--- src/include/npess_pkg.sv ---
// Constants, command codes, status bits and timing for the NAND sequencer host.
// Assumes a single 125 MHz clock; device pins are sampled synchronously.
// What this block does
// Cached pages end with 15h, not 10h
// Device briefly busy moving cache to data
// Cache only consecutive pages, one block, 2112
// Status bit 6 shows cache ready
// Cache ready reports previous page on bit 1
// Device waits pending program before cache move
// Status bit 5 shows true internal ready
// Pin-only hosts end sequence with 10h
// Final page waits for previous cached cycle
// 35h loads whole source page into buffer
// Copy-back: 85h, destination, reloads, then 10h
// Copy-back result on bit 0, status mode
// Erase: 60h, three row cycles, D0h
// Erase starts on D0h, result bit 0
// Status read allowed right after D0h
// Status driven on later falling strobe edge
// Status output tracks changes live
// After status, issue 00h before reading data
// Status bit meanings: fail, ready, protect
// Shared busy line: poll each device
// Only status and reset accepted while busy
package npess_pkg;

  // Operations offered at the user port
  typedef enum logic [2:0] {
    OP_PROG      = 3'h0,
    OP_CACHE     = 3'h1,
    OP_CB_READ   = 3'h2,
    OP_CB_PROG   = 3'h3,
    OP_CB_RELOAD = 3'h4,
    OP_ERASE     = 3'h5,
    OP_STATUS    = 3'h6
  } npess_op_e;

  // Kinds of bus cycle on the byte port
  typedef enum logic [1:0] {
    K_CMD  = 2'h0,
    K_ADDR = 2'h1,
    K_WR   = 2'h2,
    K_RD   = 2'h3
  } npess_kind_e;

  // Command codes
  localparam logic [7:0] CMD_READ = 8'h00;
  localparam logic [7:0] CMD_CONFIRM = 8'h10;
  localparam logic [7:0] CMD_CACHE = 8'h15;
  localparam logic [7:0] CMD_CB_READ = 8'h35;
  localparam logic [7:0] CMD_ERASE = 8'h60;
  localparam logic [7:0] CMD_STATUS = 8'h70;
  localparam logic [7:0] CMD_DATA_IN = 8'h80;
  localparam logic [7:0] CMD_CB_DATA = 8'h85;
  localparam logic [7:0] CMD_ERASE_GO = 8'hD0;

  // Status byte fields
  localparam int ST_FAIL = 0;
  localparam int ST_PREV_FAIL = 1;
  localparam int ST_TRUE_RDY = 5;
  localparam int ST_RDY = 6;
  localparam int ST_NOT_WP = 7;

  // Page geometry and address layout
  localparam int PAGE_BYTES = 2112;
  localparam int LEN_W = 12;
  localparam int ADDR_W = 40;
  localparam int ROW_LSB = 16;
  localparam int ROW_W = 24;
  localparam int PAGE_BITS = 6;
  localparam int NADDR_FULL = 5;
  localparam int NADDR_COL = 2;
  localparam int NADDR_ROW = 3;

  // Clock rate and bus timing, times in ns
  localparam int CLK_MHZ = 125;
  localparam int T_SETUP_NS = 12;
  localparam int T_WP_NS = 12;
  localparam int T_WH_NS = 10;
  localparam int T_REA_NS = 20;
  localparam int T_REH_NS = 10;
  localparam int T_WB_NS = 100;

  // Least time in ns to whole cycles, rounded up, never below one
  function automatic int npess_cyc(input int ns);
    int c;
    c = (ns * CLK_MHZ + 999) / 1000;
    return (c < 1) ? 1 : c;
  endfunction : npess_cyc

  localparam int SETUP_CYC = npess_cyc(T_SETUP_NS);
  localparam int WP_CYC = npess_cyc(T_WP_NS);
  localparam int WH_CYC = npess_cyc(T_WH_NS);
  localparam int REA_CYC = npess_cyc(T_REA_NS);
  localparam int REH_CYC = npess_cyc(T_REH_NS);
  localparam int WB_CYC = npess_cyc(T_WB_NS);

endpackage : npess_pkg

--- src/logic/npess_cycle.sv ---
// One command, address, data-in or data-out cycle on the NAND byte port.
// Assumes the caller holds start_i for one cycle only while the unit is idle.
`timescale 1ns/100ps
module npess_cycle (
  // Clock and reset
  input wire logic clk_i,
  input wire logic srst_i,
  // Request from the sequencer
  input wire logic start_i,
  input wire npess_pkg::npess_kind_e kind_i,
  input wire logic [7:0] byte_i,
  output logic done_o,
  output logic [7:0] rd_byte_o,
  // Device strobes and byte port
  output logic cle_o,
  output logic ale_o,
  output logic we_n_o,
  output logic re_n_o,
  output logic [7:0] io_o,
  output logic io_oe_o,
  input wire logic [7:0] io_i
);
  import npess_pkg::*;

  // Cycle phases, one-hot
  typedef enum logic [3:0] {
    C_IDLE = 4'h1,
    C_SET = 4'h2,
    C_LOW = 4'h4,
    C_HIGH = 4'h8
  } npess_cph_e;

  // Whole state of the unit
  typedef struct packed {
    npess_cph_e ph;       // Phase
    logic [7:0] cnt;      // Cycles left in phase
    logic rd;             // Current cycle is a read
    logic cle;
    logic ale;
    logic we_n;
    logic re_n;
    logic [7:0] io;
    logic oe;
    logic [7:0] rdat;     // Captured read byte
    logic done;           // One-cycle completion pulse
  } npess_cyc_s;

  npess_cyc_s st;
  npess_cyc_s next_st;

  // Phase sequencing; strobes only change at phase boundaries so no glitches
  always_comb begin
    next_st = st;
    next_st.done = 1'b0;
    case (st.ph)
      C_IDLE: begin
        if (start_i) begin
          next_st.rd = (kind_i == K_RD);
          next_st.cle = (kind_i == K_CMD);
          next_st.ale = (kind_i == K_ADDR);
          next_st.io = byte_i;
          next_st.oe = (kind_i != K_RD);
          next_st.cnt = 8'(SETUP_CYC - 1);
          next_st.ph = C_SET;
        end
      end
      C_SET: begin
        if (st.cnt == 8'h00) begin
          // Strobe falls after latch lines and data settle
          if (st.rd) begin
            next_st.re_n = 1'b0;
            next_st.cnt = 8'(REA_CYC - 1);
          end else begin
            next_st.we_n = 1'b0;
            next_st.cnt = 8'(WP_CYC - 1);
          end
          next_st.ph = C_LOW;
        end else begin
          next_st.cnt = st.cnt - 8'h01;
        end
      end
      C_LOW: begin
        if (st.cnt == 8'h00) begin
          if (st.rd) begin
            // Byte is valid once access time has passed after the strobe fell
            next_st.rdat = io_i;
            next_st.re_n = 1'b1;
            next_st.cnt = 8'(REH_CYC - 1);
          end else begin
            // Rising edge latches the byte into the device
            next_st.we_n = 1'b1;
            next_st.cnt = 8'(WH_CYC - 1);
          end
          next_st.ph = C_HIGH;
        end else begin
          next_st.cnt = st.cnt - 8'h01;
        end
      end
      C_HIGH: begin
        if (st.cnt == 8'h00) begin
          // Data and latch lines held through the high time for hold margin
          next_st.cle = 1'b0;
          next_st.ale = 1'b0;
          next_st.oe = 1'b0;
          next_st.done = 1'b1;
          next_st.ph = C_IDLE;
        end else begin
          next_st.cnt = st.cnt - 8'h01;
        end
      end
      default: begin
        next_st.ph = C_IDLE;
      end
    endcase
  end

  // State register
  always_ff @(posedge clk_i) begin
    if (srst_i) begin
      st <= '{ph: C_IDLE, cnt: 8'h00, rd: 1'b0, cle: 1'b0, ale: 1'b0, we_n: 1'b1,
              re_n: 1'b1, io: 8'h00, oe: 1'b0, rdat: 8'h00, done: 1'b0};
    end else begin
      st <= next_st;
    end
  end

  assign done_o = st.done;
  assign rd_byte_o = st.rdat;
  assign cle_o = st.cle;
  assign ale_o = st.ale;
  assign we_n_o = st.we_n;
  assign re_n_o = st.re_n;
  assign io_o = st.io;
  assign io_oe_o = st.oe;

endmodule : npess_cycle

--- src/logic/npess_host.sv ---
// Host sequencer for NAND program, cache program, copy-back, erase and status.
// Assumes one device on the pins; the ready/busy pin is already synchronous.
`timescale 1ns/100ps
module npess_host (
  // Clock and reset
  input wire logic clk_i,
  input wire logic srst_i,
  // Operation request
  input wire logic cmd_valid_i,
  output logic cmd_ready_o,
  input wire npess_pkg::npess_op_e cmd_op_i,
  input wire logic [npess_pkg::ADDR_W-1:0] cmd_addr_i,
  input wire logic [npess_pkg::LEN_W-1:0] cmd_len_i,
  input wire logic cmd_last_i,
  input wire logic poll_mode_i,
  // Write data stream
  input wire logic wr_valid_i,
  input wire logic [7:0] wr_data_i,
  output logic wr_ready_o,
  // Read data stream
  output logic rd_valid_o,
  output logic [7:0] rd_data_o,
  // Completion
  output logic done_o,
  output logic fail_o,
  output logic seq_err_o,
  output logic [7:0] status_o,
  // Device pins
  output logic ce_n_o,
  output logic cle_o,
  output logic ale_o,
  output logic we_n_o,
  output logic re_n_o,
  output logic [7:0] io_o,
  output logic io_oe_o,
  input wire logic [7:0] io_i,
  input wire logic rb_n_i
);
  import npess_pkg::*;

  // Sequencer states, one-hot
  typedef enum logic [11:0] {
    S_IDLE = 12'h001,
    S_CMD1 = 12'h002,
    S_ADDR = 12'h004,
    S_DATA = 12'h008,
    S_CONF = 12'h010,
    S_TWB = 12'h020,
    S_WAIT = 12'h040,
    S_POLLC = 12'h080,
    S_POLLR = 12'h100,
    S_RDMODE = 12'h200,
    S_RDDATA = 12'h400,
    S_DONE = 12'h800
  } npess_st_e;

  // Whole state of the sequencer
  typedef struct packed {
    npess_st_e fsm;
    npess_op_e op;
    logic [ADDR_W-1:0] addr;
    logic [LEN_W-1:0] len;
    logic last;
    logic poll;
    logic [LEN_W-1:0] cnt;     // Address, byte or wait counter
    logic pend;                // Bus cycle in flight
    logic pre;                 // Polling before a new command
    logic polled;              // Device left in status mode
    logic arr_busy;            // Array may still be programming
    logic in_seq;              // Inside a cached page sequence
    logic [ROW_W-1:0] last_row;
    logic ce_n;
    logic [7:0] status;
    logic fail;
    logic err;
    logic done;
    logic rd_valid;
    logic [7:0] rd_data;
  } npess_host_s;

  npess_host_s st;
  npess_host_s next_st;

  // Bus cycle unit handshake
  logic cyc_go;
  npess_kind_e cyc_kind;
  logic [7:0] cyc_byte;
  logic cyc_done;
  logic [7:0] cyc_rd;
  logic fin;
  logic [ROW_W-1:0] new_row;
  logic seq_ok;

  // Opening command of each operation
  function automatic logic [7:0] first_cmd(input npess_op_e op);
    case (op)
      OP_PROG, OP_CACHE: return CMD_DATA_IN;
      OP_CB_PROG, OP_CB_RELOAD: return CMD_CB_DATA;
      OP_CB_READ: return CMD_READ;
      OP_ERASE: return CMD_ERASE;
      default: return CMD_STATUS;
    endcase
  endfunction : first_cmd

  // Number of address cycles of each operation
  function automatic logic [LEN_W-1:0] addr_cycles(input npess_op_e op);
    case (op)
      OP_CB_RELOAD: return LEN_W'(NADDR_COL);
      OP_ERASE: return LEN_W'(NADDR_ROW);
      default: return LEN_W'(NADDR_FULL);
    endcase
  endfunction : addr_cycles

  // Closing command; cached pages use 15h except the final page
  function automatic logic [7:0] conf_cmd(input npess_op_e op, input logic last);
    case (op)
      OP_CACHE: return last ? CMD_CONFIRM : CMD_CACHE;
      OP_ERASE: return CMD_ERASE_GO;
      OP_CB_READ: return CMD_CB_READ;
      default: return CMD_CONFIRM;
    endcase
  endfunction : conf_cmd

  // Address byte for a given cycle; erase sends row bytes only
  function automatic logic [7:0] addr_byte(input logic [ADDR_W-1:0] a, input npess_op_e op,
                                           input logic [LEN_W-1:0] idx);
    logic [2:0] i;
    i = (op == OP_ERASE) ? 3'(idx + LEN_W'(2)) : idx[2:0];
    case (i)
      3'h0: return a[7:0];
      3'h1: return a[15:8];
      3'h2: return a[23:16];
      3'h3: return a[31:24];
      default: return a[39:32];
    endcase
  endfunction : addr_byte

  // A cached sequence must step one page at a time inside one block
  assign new_row = cmd_addr_i[ROW_LSB +: ROW_W];
  assign seq_ok = !st.in_seq ||
                  ((new_row == st.last_row + ROW_W'(1)) &&
                   (new_row[ROW_W-1:PAGE_BITS] == st.last_row[ROW_W-1:PAGE_BITS]));

  assign fin = st.pend && cyc_done;

  // Sequencer
  always_comb begin
    next_st = st;
    next_st.done = 1'b0;
    next_st.rd_valid = 1'b0;
    cyc_go = 1'b0;
    cyc_kind = K_CMD;
    cyc_byte = 8'h00;
    if (fin) begin
      next_st.pend = 1'b0;
    end
    case (st.fsm)
      S_IDLE: begin
        if (cmd_valid_i) begin
          next_st.op = cmd_op_i;
          next_st.addr = cmd_addr_i;
          next_st.len = cmd_len_i;
          next_st.last = cmd_last_i;
          next_st.poll = poll_mode_i;
          next_st.cnt = '0;
          next_st.err = 1'b0;
          next_st.ce_n = 1'b0;
          if (((cmd_op_i == OP_CACHE || cmd_op_i == OP_PROG) && !seq_ok) ||
              (cmd_len_i > LEN_W'(PAGE_BYTES))) begin
            next_st.err = 1'b1;
            next_st.fsm = S_DONE;
          end else if (st.arr_busy && cmd_op_i != OP_CACHE && cmd_op_i != OP_PROG &&
                       cmd_op_i != OP_STATUS) begin
            // Other commands wait for a status poll to show the array idle, then are sent
            next_st.pre = 1'b1;
            next_st.fsm = S_POLLC;
          end else begin
            next_st.fsm = S_CMD1;
          end
        end
      end
      S_CMD1: begin
        cyc_byte = first_cmd(st.op);
        cyc_go = !st.pend;
        if (fin) begin
          next_st.polled = 1'b0;
          if (st.op == OP_STATUS) begin
            next_st.polled = 1'b1;
            next_st.fsm = S_POLLR;
          end else begin
            next_st.fsm = S_ADDR;
          end
        end
      end
      S_ADDR: begin
        cyc_kind = K_ADDR;
        cyc_byte = addr_byte(st.addr, st.op, st.cnt);
        cyc_go = !st.pend;
        if (fin) begin
          next_st.cnt = st.cnt + LEN_W'(1);
          if (st.cnt == addr_cycles(st.op) - LEN_W'(1)) begin
            next_st.cnt = '0;
            if (st.op == OP_CB_READ || st.op == OP_ERASE) begin
              next_st.fsm = S_CONF;
            end else if (st.len != '0) begin
              // Copy-back data reload is optional
              next_st.fsm = S_DATA;
            end else begin
              // A cached page always closes, with 15h unless it is the last
              next_st.fsm = (st.last || st.op == OP_CACHE) ? S_CONF : S_DONE;
            end
          end
        end
      end
      S_DATA: begin
        cyc_kind = K_WR;
        cyc_byte = wr_data_i;
        cyc_go = !st.pend && wr_valid_i;
        if (fin) begin
          next_st.cnt = st.cnt + LEN_W'(1);
          if (st.cnt == st.len - LEN_W'(1)) begin
            next_st.cnt = '0;
            next_st.fsm = (st.last || st.op == OP_CACHE) ? S_CONF : S_DONE;
          end
        end
      end
      S_CONF: begin
        cyc_byte = conf_cmd(st.op, st.last);
        cyc_go = !st.pend;
        if (fin) begin
          next_st.cnt = '0;
          next_st.fsm = S_TWB;
        end
      end
      S_TWB: begin
        // Busy only shows after the write-to-busy delay
        next_st.cnt = st.cnt + LEN_W'(1);
        if (st.cnt == LEN_W'(WB_CYC - 1)) begin
          next_st.fsm = st.poll ? S_POLLC : S_WAIT;
        end
      end
      S_WAIT: begin
        // Pin high covers cache transfer and any pending array cycle
        if (rb_n_i) begin
          next_st.cnt = '0;
          next_st.fsm = (st.op == OP_CB_READ && st.len != '0) ? S_RDDATA : S_DONE;
        end
      end
      S_POLLC: begin
        cyc_byte = CMD_STATUS;
        cyc_go = !st.pend;
        if (fin) begin
          next_st.polled = 1'b1;
          next_st.fsm = S_POLLR;
        end
      end
      S_POLLR: begin
        // Re-reading each pass is harmless; the device updates it live anyway
        cyc_kind = K_RD;
        cyc_go = !st.pend;
        if (fin) begin
          next_st.status = cyc_rd;
          if (st.pre) begin
            if (cyc_rd[ST_RDY] && cyc_rd[ST_TRUE_RDY]) begin
              next_st.pre = 1'b0;
              next_st.arr_busy = 1'b0;
              next_st.in_seq = 1'b0;
              next_st.fsm = S_CMD1;
            end
          end else if (st.op == OP_STATUS) begin
            next_st.fsm = S_DONE;
          end else if (st.op == OP_CACHE && !st.last) begin
            if (cyc_rd[ST_RDY]) begin
              next_st.fsm = S_DONE;
            end
          end else if (cyc_rd[ST_RDY] && cyc_rd[ST_TRUE_RDY]) begin
            next_st.cnt = '0;
            next_st.fsm = (st.op == OP_CB_READ && st.len != '0) ? S_RDMODE : S_DONE;
          end
        end
      end
      S_RDMODE: begin
        // Device sits in status mode; read command restores data output
        cyc_byte = CMD_READ;
        cyc_go = !st.pend;
        if (fin) begin
          next_st.polled = 1'b0;
          next_st.fsm = S_RDDATA;
        end
      end
      S_RDDATA: begin
        // No back-pressure: the user side must take every byte
        cyc_kind = K_RD;
        cyc_go = !st.pend;
        if (fin) begin
          next_st.rd_data = cyc_rd;
          next_st.rd_valid = 1'b1;
          next_st.cnt = st.cnt + LEN_W'(1);
          if (st.cnt == st.len - LEN_W'(1)) begin
            next_st.fsm = S_DONE;
          end
        end
      end
      S_DONE: begin
        next_st.done = 1'b1;
        next_st.ce_n = 1'b1;
        next_st.fsm = S_IDLE;
        // Cached page other than the last reports the previous page on bit 1, others on bit 0
        if (st.op == OP_CACHE && !st.last) begin
          next_st.fail = st.polled && st.status[ST_PREV_FAIL];
        end else begin
          next_st.fail = st.polled && st.status[ST_FAIL];
        end
        if (!st.err && (st.op == OP_CACHE || st.op == OP_PROG)) begin
          next_st.last_row = st.addr[ROW_LSB +: ROW_W];
          next_st.in_seq = (st.op == OP_CACHE) && !st.last;
          next_st.arr_busy = (st.op == OP_CACHE) && !st.last;
        end
        if (st.err) begin
          next_st.fail = 1'b1;
        end
      end
      default: begin
        next_st.fsm = S_IDLE;
      end
    endcase
    if (cyc_go) begin
      next_st.pend = 1'b1;
    end
  end

  // State register
  always_ff @(posedge clk_i) begin
    if (srst_i) begin
      st <= '{fsm: S_IDLE, op: OP_STATUS, addr: '0, len: '0, last: 1'b0, poll: 1'b0,
              cnt: '0, pend: 1'b0, pre: 1'b0, polled: 1'b0, arr_busy: 1'b0,
              in_seq: 1'b0, last_row: '0, ce_n: 1'b1, status: 8'h00, fail: 1'b0,
              err: 1'b0, done: 1'b0, rd_valid: 1'b0, rd_data: 8'h00};
    end else begin
      st <= next_st;
    end
  end

  // Byte-port cycle engine
  npess_cycle u_cycle (
    .clk_i(clk_i),
    .srst_i(srst_i),
    .start_i(cyc_go),
    .kind_i(cyc_kind),
    .byte_i(cyc_byte),
    .done_o(cyc_done),
    .rd_byte_o(cyc_rd),
    .cle_o(cle_o),
    .ale_o(ale_o),
    .we_n_o(we_n_o),
    .re_n_o(re_n_o),
    .io_o(io_o),
    .io_oe_o(io_oe_o),
    .io_i(io_i)
  );

  // User-side outputs
  assign cmd_ready_o = (st.fsm == S_IDLE);
  assign wr_ready_o = (st.fsm == S_DATA) && !st.pend;
  assign rd_valid_o = st.rd_valid;
  assign rd_data_o = st.rd_data;
  assign done_o = st.done;
  assign fail_o = st.fail;
  assign seq_err_o = st.err;
  assign status_o = st.status;
  assign ce_n_o = st.ce_n;

endmodule : npess_host

--- config.mk ---
export PLATFORM = sky130hd
export DESIGN_NAME = npess_host
export DESIGN_NICKNAME = d
export VERILOG_FILES = /design/src/include/npess_pkg.sv /design/src/logic/npess_cycle.sv /design/src/logic/npess_host.sv
export SDC_FILE = /design/constraint.sdc
export NUM_CORES = 1
export LEC_CHECK = 0
export ABC_CLOCK_PERIOD_IN_PS = 3900
export BUFFER_PORTS_ARGS = -buffer_cell sky130_fd_sc_hd__buf_4
export CAP_MARGIN = 20
export CORE_AREA = 2 2 125 127
export DETAILED_ROUTE_END_ITERATION = 8
export DIE_AREA = 0 0 127 129
export PLACE_DENSITY = 0.81
export SLEW_MARGIN = 20
export SYNTH_ARGS = -nofsm -noshare
export SYNTH_HDL_FRONTEND = slang
export SYNTH_HIERARCHICAL = 1
export SYNTH_SLANG_ARGS = --single-unit
--- constraint.sdc ---
create_clock -name clk_i -period 3.9 [get_ports clk_i]
set_input_delay 0.975 -clock clk_i [delete_from_list [all_inputs] [get_ports clk_i]]
set_output_delay 0.975 -clock clk_i [all_outputs]
set_load 0.02 [all_outputs]
==> results of run 1 <==
kinds of logic after synthesis:
group / after synthesis / synth area share [%]
compound gates: 259 / 19.0
xor+xnor: 44 / 4.33
fa+ha+maj: 6 / 0.844
buf+inv: 110 / 6.54
flops: 165 / 37.2
mux: 28 / 4.33
simple gates: 503 / 27.8
final cells by class:
cell class	count	area share (%)
Multi-Input combinational cell	840	49.4
Sequential cell	165	32.6
Timing Repair Buffer	128	9.48
Clock buffer	19	4.37
Tap cell	188	2.32
Clock inverter	13	1.33
Inverter	13	0.481
synthesized netlist by cell type (all sizes together), types with 6 or more instances:
cell,n
a211oi,8
a21oi,144
and2,6
and3,9
and4,6
buf,55
clkbuf,42
dfxtp,165
ha,6
inv,13
mux2i,16
mux4,8
nand2,269
nand2b,7
nand3,32
nand3b,6
nand4,19
nor2,68
nor2b,12
nor3,16
nor4,13
nor4b,11
o211ai,7
o21ai,30
o22ai,6
o2bb2ai,6
or3,9
or4,8
xnor2,32
xor2,12
worst paths after layout:
path | startpoint | to | slack (ps) | cells past startpoint
worst min register to register | st[85] | st[85] | 460 | 2
worst max register to register | st[130] | u_cycle/st[28] | 850 | 9
worst min-delay path | st[85] | st[85] | 460 | 2
worst max-delay path | st[129] | wr_ready_o | 740 | 4
worst max-delay path: cells and delay by family (launching register included):
kind / cells / cell delay (ps)
buf+inv: 1 / 180
simple gates: 3 / 1180
flops: 1 / 390
sequential cells by signal, indices dropped and copies added (netlist names), 8 cells and up:
| name | cells |
|---|---|
| rd_data_o | 8 |
| st | 109 |
| status_o | 8 |
| u_cycle/io_o | 8 |
| u_cycle/rd_byte_o | 8 |
| u_cycle/st | 13 |
per-layer routing:
| metal | vias up | track usage [%] | part of all wire (%) |
|---|---|---|---|
| met2 | 328 | 49.5 | 48 |
| met5 | - | 0 | 0 |
| li1 | 4011 | - | - |
| met4 | 0 | 10.7 | 2.4 |
| met1 | 3965 | 40.0 | 42 |
| met3 | 48 | 6.15 | 6.9 |
metrics by stage:
stage | cell area (µm²) | power (mW) | utilization [%] | setup WS [ps] | hold WS (ps)
finish | 10100 | 5.30 | 67.7 | 744 | 457
global route | 10100 | 5.57 | 67.7 | 615 | 476
CTS | 10100 | 5.29 | 67.7 | 803 | 456
detailed placement | 9560 | 3.63 | 63.8 | 909 | 443
global placement | 9560 | 3.61 | 63.8 | 948 | 440
floorplan | 8890 | 3.22 | - | 1270 | 432
power groups by stage:
stage | Clock [mW] | Combinational [mW] | Sequential, mW
6_report | 1.66 | 1.57 | 2.07
5_1_grt | 1.76 | 1.72 | 2.10
3_3_place_gp | 0 | 1.52 | 2.10
2_1_floorplan | 0 | 1.20 | 2.02
3_5_place_dp | 0 | 1.53 | 2.10
4_1_cts | 1.68 | 1.55 | 2.07
==> summary.txt, run 1 <==
Status
  – Outcome: finished, final reports clean

Floorplan
  – Initial core utilization: between 50% and 60%
  – CORE AREA: roughly 15000 µm²
  – DIE HEIGHT: approximately 130 µm
  – Die ar.: 16400 µm²
  – Die W: between 100 and 150 µm
  – I/O pin count: around 110
  – # rows: 45

Clocking
  – Post-cts sizing count: 0
  – Cts bufs inserted: 17
  – Clk Tree Root Cell: clkbuf_16
  – Num Clock Sinks: 165
  – Worst-path clk slew: 70 ps
  – # Post-CTS Setup Buffers: 0
  – CTS Hold Bufs: 0
  – Maximum clock path buffer count: 2
  – H-Tree Level Count: 4
  – CTS tree: done
  – Latest clock arrival within the worst-skew pair: between 400 and 500 ps

Global route
  – Initial antenna violation count: 0
  – Overall routing resource usage: a little under a third
  – Largest net degree at the start of global routing: between 100 and 150
  – Vias in the first global route: between 7k and 8k
  – Remaining Overflow, GRT: 0
  – First-pass GRT wire length: between 30000 and 40000 µm

Yosys
  – Avg Cell Area, Syn: approximately 8.0 µm²
  – Most used DFF post-synth: dfxtp_1
  – Mapped cell area: 8890 µm²
  – Synth top area cells: dfxtp_1, nand2_1, a21oi_1
  – Post-synthesis async set-or-reset flop share: 0%
  – Area share of the largest cell type after synthesis: between 30% and 40%
  – Syn Nets: around 1.2k
  – Synth unique cells: between 80 and 90
  – Post-Synthesis Cells: around 1.1k
  – Number of synthesized flops with an enable pin: 0
  – Seq cells post-synth: ~170
  – Post-synth top area cell: dfxtp_1
  – Post-synthesis sequential area ratio: between 30 and 40%
  – Yosys warnings: 6

Setup path
  – Critical path capture point type: output port
  – Startpoint type of the worst setup path: flop
  – WS Path Type: reg2out
  – Worst path cell trace: nor2_1 > nand4_2 > nor2_1 > buf_4
  – Crit-path most repeated cell: nor2_1
  – Crit path arrival time: ~2200 ps
  – Slowest library cell on the worst path: nor2_1
  – Slowest stage delay, CP: ~480 ps
  – Crit-path max FO: 10
  – Worst Path Required: around 2900 ps

Timing
  – RSZ-0062 raised after global routing: false
  – Final Critical Period: 3160 ps
  – Worst-Margin Slew: a little over 1000 ps
  – Final Hold Vio Count: 0
  – Final setup viols: 0
  – Worst slew margin: around a third
  – Skew final: about 7.4 ps
  – Max Clock Freq: roughly 0.32 GHz
  – Setup_tns: 0 ps
  – Tcrit/Tclk final: between 80% and 90%
  – Fin. max-slew vios: 0

Final layout
  – FF/Latch Area: approximately 3300 µm²
  – Area of the multi-input gates: about 5000 µm²
  – Area growth syn-to-layout: 14.0%
  – Post-route insts no fill: approximately 1.4k
  – Layout fillers: ~1.3k
  – Most frequent cells in the layout: nand2_1, dfxtp_1, a21oi_1
  – Commonest non-fill, non-tap cell in the layout: nand2_1
  – Layout Nets: ~1.2k
  – N_diodes: 0
  – Layout cell share with drive strength beyond 1: 17.7%

Power
  – Clock power frac: between 30 and 40%
  – Comb power frac: between 20 and 30%
  – Sw frac: roughly 36%
  – Total internal power: around 3.4 mW
  – Seq pwr share: slightly below 40%
  – Pwr/cell area: ~520 nW/µm²
  – Leak Pwr: between 3 and 4 nW
  – VDD IR max: around 0.00054 V
  – Psw: around 1.9 mW

Route
  – Total number of vias: roughly 8.4k
  – Wirelength, routed: approximately 24000 µm
  – Drt pass-1 iters: 5
  – Post-route ant nets: 0
  – DR WL/cell: between 15 and 20 µm
  – Via density: slightly above 6
  – DR DRC count: 0
  – Iteration-0 DRC Markers: just over 800

Hold path
  – Hold crit path type: reg2reg

Placement
  – PortBufs: ~110
  – Dpl cells: roughly 1.3k
  – Hpwl dp: roughly 17000 µm
  – GP Congestion: approximately 0.99

Job
  – Max_cap viols: 0
Note: power is estimated with default switching activity, not from simulation.
==> inputs of run 2 (changes only) <==
--- a/config.mk
+++ b/config.mk
@@ -5,13 +5,14 @@
 export SDC_FILE = /design/constraint.sdc
 export NUM_CORES = 1
 export LEC_CHECK = 0
-export ABC_CLOCK_PERIOD_IN_PS = 3900
+export ABC_AREA = 1
+export ABC_CLOCK_PERIOD_IN_PS = 2800
 export BUFFER_PORTS_ARGS = -buffer_cell sky130_fd_sc_hd__buf_4
 export CAP_MARGIN = 20
-export CORE_AREA = 2 2 125 127
+export CORE_AREA = 2 2 138 140
 export DETAILED_ROUTE_END_ITERATION = 8
-export DIE_AREA = 0 0 127 129
-export PLACE_DENSITY = 0.81
+export DIE_AREA = 0 0 140 142
+export PLACE_DENSITY = 0.76
 export SLEW_MARGIN = 20
 export SYNTH_ARGS = -nofsm -noshare
 export SYNTH_HDL_FRONTEND = slang
==> constraint.sdc (replaced) <==
create_clock -name clk_i -period 2.8 [get_ports clk_i]
set_input_delay 0.7 -clock clk_i [delete_from_list [all_inputs] [get_ports clk_i]]
set_output_delay 0.7 -clock clk_i [all_outputs]
set_load 0.02 [all_outputs]
==> run 2 against run 1 <==
Effect of this change:
- the run now ends with DRC left
- count of clock-buffer cells in the layout is 2 lower
- hold slack better by 5.6 ps
- utilization is 8.2 points lower
- cell count is 28% higher
- critical path depth is 2 higher
- register-to-register slack worse by 550 ps
- critical path type unchanged
- critical endpoint unchanged
- highest routed layer unchanged
==> summary.txt, run 2 <==
Status
  – Outcome: complete, but fails checks (was finished, final reports clean)
  – Failing checks: DRC

Timing
  – RSZ-0062 raised after global routing: false (unchanged)
  – Worst slew margin: 60.0% (was 31.5%)
  – Worst hold slack: 462 ps (was 457 ps)
  – Final Critical Period: about 2500 ps
  – Setup_tns: 0 ps (unchanged)
  – Fin. max-slew vios: 0 (unchanged)
  – Worst-Margin Slew: 594 ps (was 1030 ps)
  – Skew final: 10.7 ps (was 7.42 ps)
  – Final Hold Vio Count: 0 (unchanged)
  – Max Clock Freq: 0.398 GHz
  – Final setup viols: 0 (unchanged)
  – Tcrit/Tclk final: 89.7%

Yosys
  – Mapped cell area: 9600 µm² (was 8890 µm²)
  – Synth unique cells: 58 (was 85)
  – Post-Synthesis Cells: 1441 (was 1115)
  – Seq cells post-synth: 165 (unchanged)
  – Most used DFF post-synth: dfxtp_1 (unchanged)
  – Post-synthesis sequential area ratio: 34.4% (was 37.2%)
  – Post-synthesis async set-or-reset flop share: 0% (unchanged)
  – Cell with the most instances after synthesis: nand2_1 (unchanged)
  – Avg Cell Area, Syn: 6.66 µm² (was 7.97 µm²)
  – Most frequent cells after synthesis: nand2_1, dfxtp_1, inv_1, nor2_1, a21oi_1 (was nand2_1, dfxtp_1, a21oi_1, nor2_1, clkbuf_1)
  – Yosys warnings: 6 (unchanged)
  – Post-synth top area cell: dfxtp_1 (unchanged)
  – Synth top area cells: dfxtp_1, nand2_1, a21oi_1 (unchanged)
  – Syn Nets: 1525 (was 1199)
  – Area share of the largest cell type after synthesis: 34.4% (was 37.2%)
  – Number of synthesized flops with an enable pin: 0 (unchanged)

Setup path
  – WS Path Type: reg2out (unchanged)
  – CP Launch Point: st[127] (was st[129])
  – Startpoint type of the worst setup path: flop (unchanged)
  – Critical path capture point type: output port (unchanged)
  – Crit-path max FO: 7 (was 10)
  – Worst Setup EP: wr_ready_o (unchanged)
  – Worst r2r path cells: 10 (was 9)
  – R2r startpoint: st[116] (was st[130])
  – Worst Path Required: 2100 ps (was 2920 ps)
  – Reg2reg end: u_cycle/io_o[4] (was u_cycle/st[28])
  – Reg2reg setup slack: 300 ps (was 850 ps)
  – Crit path arrival time: 1810 ps (was 2180 ps)

Floorplan
  – Initial core utilization: 52.0% (was 59.4%)
  – Die ar.: 19900 µm² (was 16400 µm²)
  – CORE AREA: 18500 µm² (was 15000 µm²)
  – DIE HEIGHT: 142 µm (was 129 µm)
  – Die W: 140 µm (was 127 µm)
  – # rows: 50 (was 45)
  – I/O pin count: 114 (unchanged)

Power
  – Clock power frac: 23.5% (was 31.3%)
  – Seq pwr share: 31.8% (was 39.1%)
  – Comb power frac: 44.7% (was 29.6%)
  – Psw: 4.63 mW (was 1.93 mW)
  – Pwr/cell area: 935 nW/µm² (was 523 nW/µm²)
  – Sw frac: 45.1% (was 36.3%)
  – Leak Pwr: 4.78 nW (was 3.86 nW)
  – Total internal power: 5.64 mW (was 3.37 mW)
  – VDD IR max: 0.000629 V (was 0.000543 V)
  – Pwr Total: 10.3 mW (was 5.30 mW)

Global route
  – Largest net degree at the start of global routing: 66 (was 101)
  – First-pass GRT wire length: 44700 µm (was 39500 µm)
  – Remaining Overflow, GRT: 0 (unchanged)
  – Overall routing resource usage: 27.9% (was 30.2%)
  – Vias in the first global route: 9044 (was 7691)
  – Initial antenna violation count: 0 (unchanged)

Placement
  – PortBufs: 113 (unchanged)
  – Hpwl dp: 20000 µm (was 17200 µm)
  – GP Congestion: 0.939 (was 0.986)

Route
  – Post-route ant nets: 0 (unchanged)
  – Iteration-0 DRC Markers: 827 (unchanged)
  – DR DRC count: 4 (was 0)
  – Via density: 5.47 (was 6.11)
  – Wirelength, routed: 27400 µm (was 24200 µm)
  – Total number of vias: 9592 (was 8352)
  – Drt pass-1 iters: 9 (was 5)
  – DR WL/cell: 15.6 µm (was 17.7 µm)

Clocking
  – # Post-CTS Setup Buffers: 0 (unchanged)
  – Clk Tree Root Cell: clkbuf_16 (unchanged)
  – Latest clock arrival within the worst-skew pair: 440 ps (was 430 ps)
  – CTS Hold Bufs: 0 (unchanged)
  – Maximum clock path buffer count: 2 (unchanged)
  – Worst-path clk slew: 70 ps (about the same)
  – H-Tree Level Count: 4 (unchanged)
  – CTS tree: done (unchanged)
  – Cts bufs inserted: 17 (unchanged)
  – Post-cts sizing count: 0 (unchanged)
  – Num Clock Sinks: 165 (unchanged)

Final layout
  – Commonest non-fill, non-tap cell in the layout: nand2_1 (unchanged)
  – Layout cell share with drive strength beyond 1: 16.8% (was 17.7%)
  – Layout fillers: 1726 (was 1265)
  – Layout Nets: 1590 (was 1249)
  – N_diodes: 0 (unchanged)
  – Biggest regs: st (109), u_cycle/st (13) (unchanged)
  – Area growth syn-to-layout: 14.4% (was 14.0%)
  – Max reg flops: 109 (unchanged)
  – Most frequent cells in the layout: nand2_1, dfxtp_1, inv_1 (was nand2_1, dfxtp_1, a21oi_1)
  – Top reg by flops: st (unchanged)

Hold path
  – Hold crit path type: reg2reg (unchanged)

Job
  – Max_cap viols: 0 (unchanged)
==> run 2: worst max-delay path, stage by stage (launching register included) <==
cell and delay [ps]:
dfxtp_1 340, nor2_2 140, nand3_2 200, nor3_2 240
inv_1 140, nor2_1 150, buf_4 170
==> run 2: final cells by class <==
cell class	instances	area, µm²	share of cell area, %
clock buffers	17	425	3.87
repair buffers	131	1010	9.18
well taps	234	293	2.67
inverters	166	627	5.71
multi-input cells	1025	5150	46.9
flip-flops and latches	165	3300	30.1
clock inverters	15	173	1.57
==> run 2: cell families (layout without fill, tap and decap cells) <==
group	Yosys count	after routing	synth area share, %
AO/OA/AOI/OAI	279	279	16.1
XOR/XNOR	43	43	4.00
AND/OR/NAND/NOR	697	697	32.8
flip-flops	165	165	34.4
buffers and inverters	251	329	11.9
adder cells (fa/ha/maj)	6	6	0.782
==> run 2: worst min path at each step <==
| stage | to | cells after the start | from |
|---|---|---|---|
| 6_report | st[83] | 2 | st[83] |
| 5_1_grt | st[83] | 2 | st[83] |
| 4_1_cts | st[83] | 2 | st[83] |
| 3_5_place_dp | st[83] | 2 | st[83] |
| 3_3_place_gp | st[83] | 2 | st[83] |
| 2_1_floorplan | u_cycle/rd_byte_o[3] | 2 | u_cycle/rd_byte_o[3] |
==> run 2: metrics by stage <==
stage | worst slack [ps] | area, µm² | util (%) | instances
6_report | 288 | 11000 | 59.5 | 1753
5_1_grt | 26.2 | 11000 | 59.5 | 1753
4_1_cts | 301 | 11000 | 59.5 | 1753
3_5_place_dp | 319 | 10400 | 56.3 | 1721
3_3_place_gp | 330 | 10400 | 56.3 | 1721
2_1_floorplan | 834 | 9600 | - | 1441
==> run 2: power by group through the flow <==
stage	Sequential, mW	Clock (mW)	Combinational (mW)
after floorplan	3.19	0	3.51
after global placement	3.28	0	4.46
after detailed placement	3.29	0	4.51
after CTS	3.25	2.43	4.55
after global routing	3.32	2.54	5.15
final	3.26	2.41	4.59
==> run 2: metal layers <==
layer	up-vias	track usage, %	part of all wire [%]
met5	-	0	0
met4	0	10.3	3.1
met3	71	4.91	6.4
met2	347	45.8	47
met1	4389	37.1	44
li1	4785	-	-
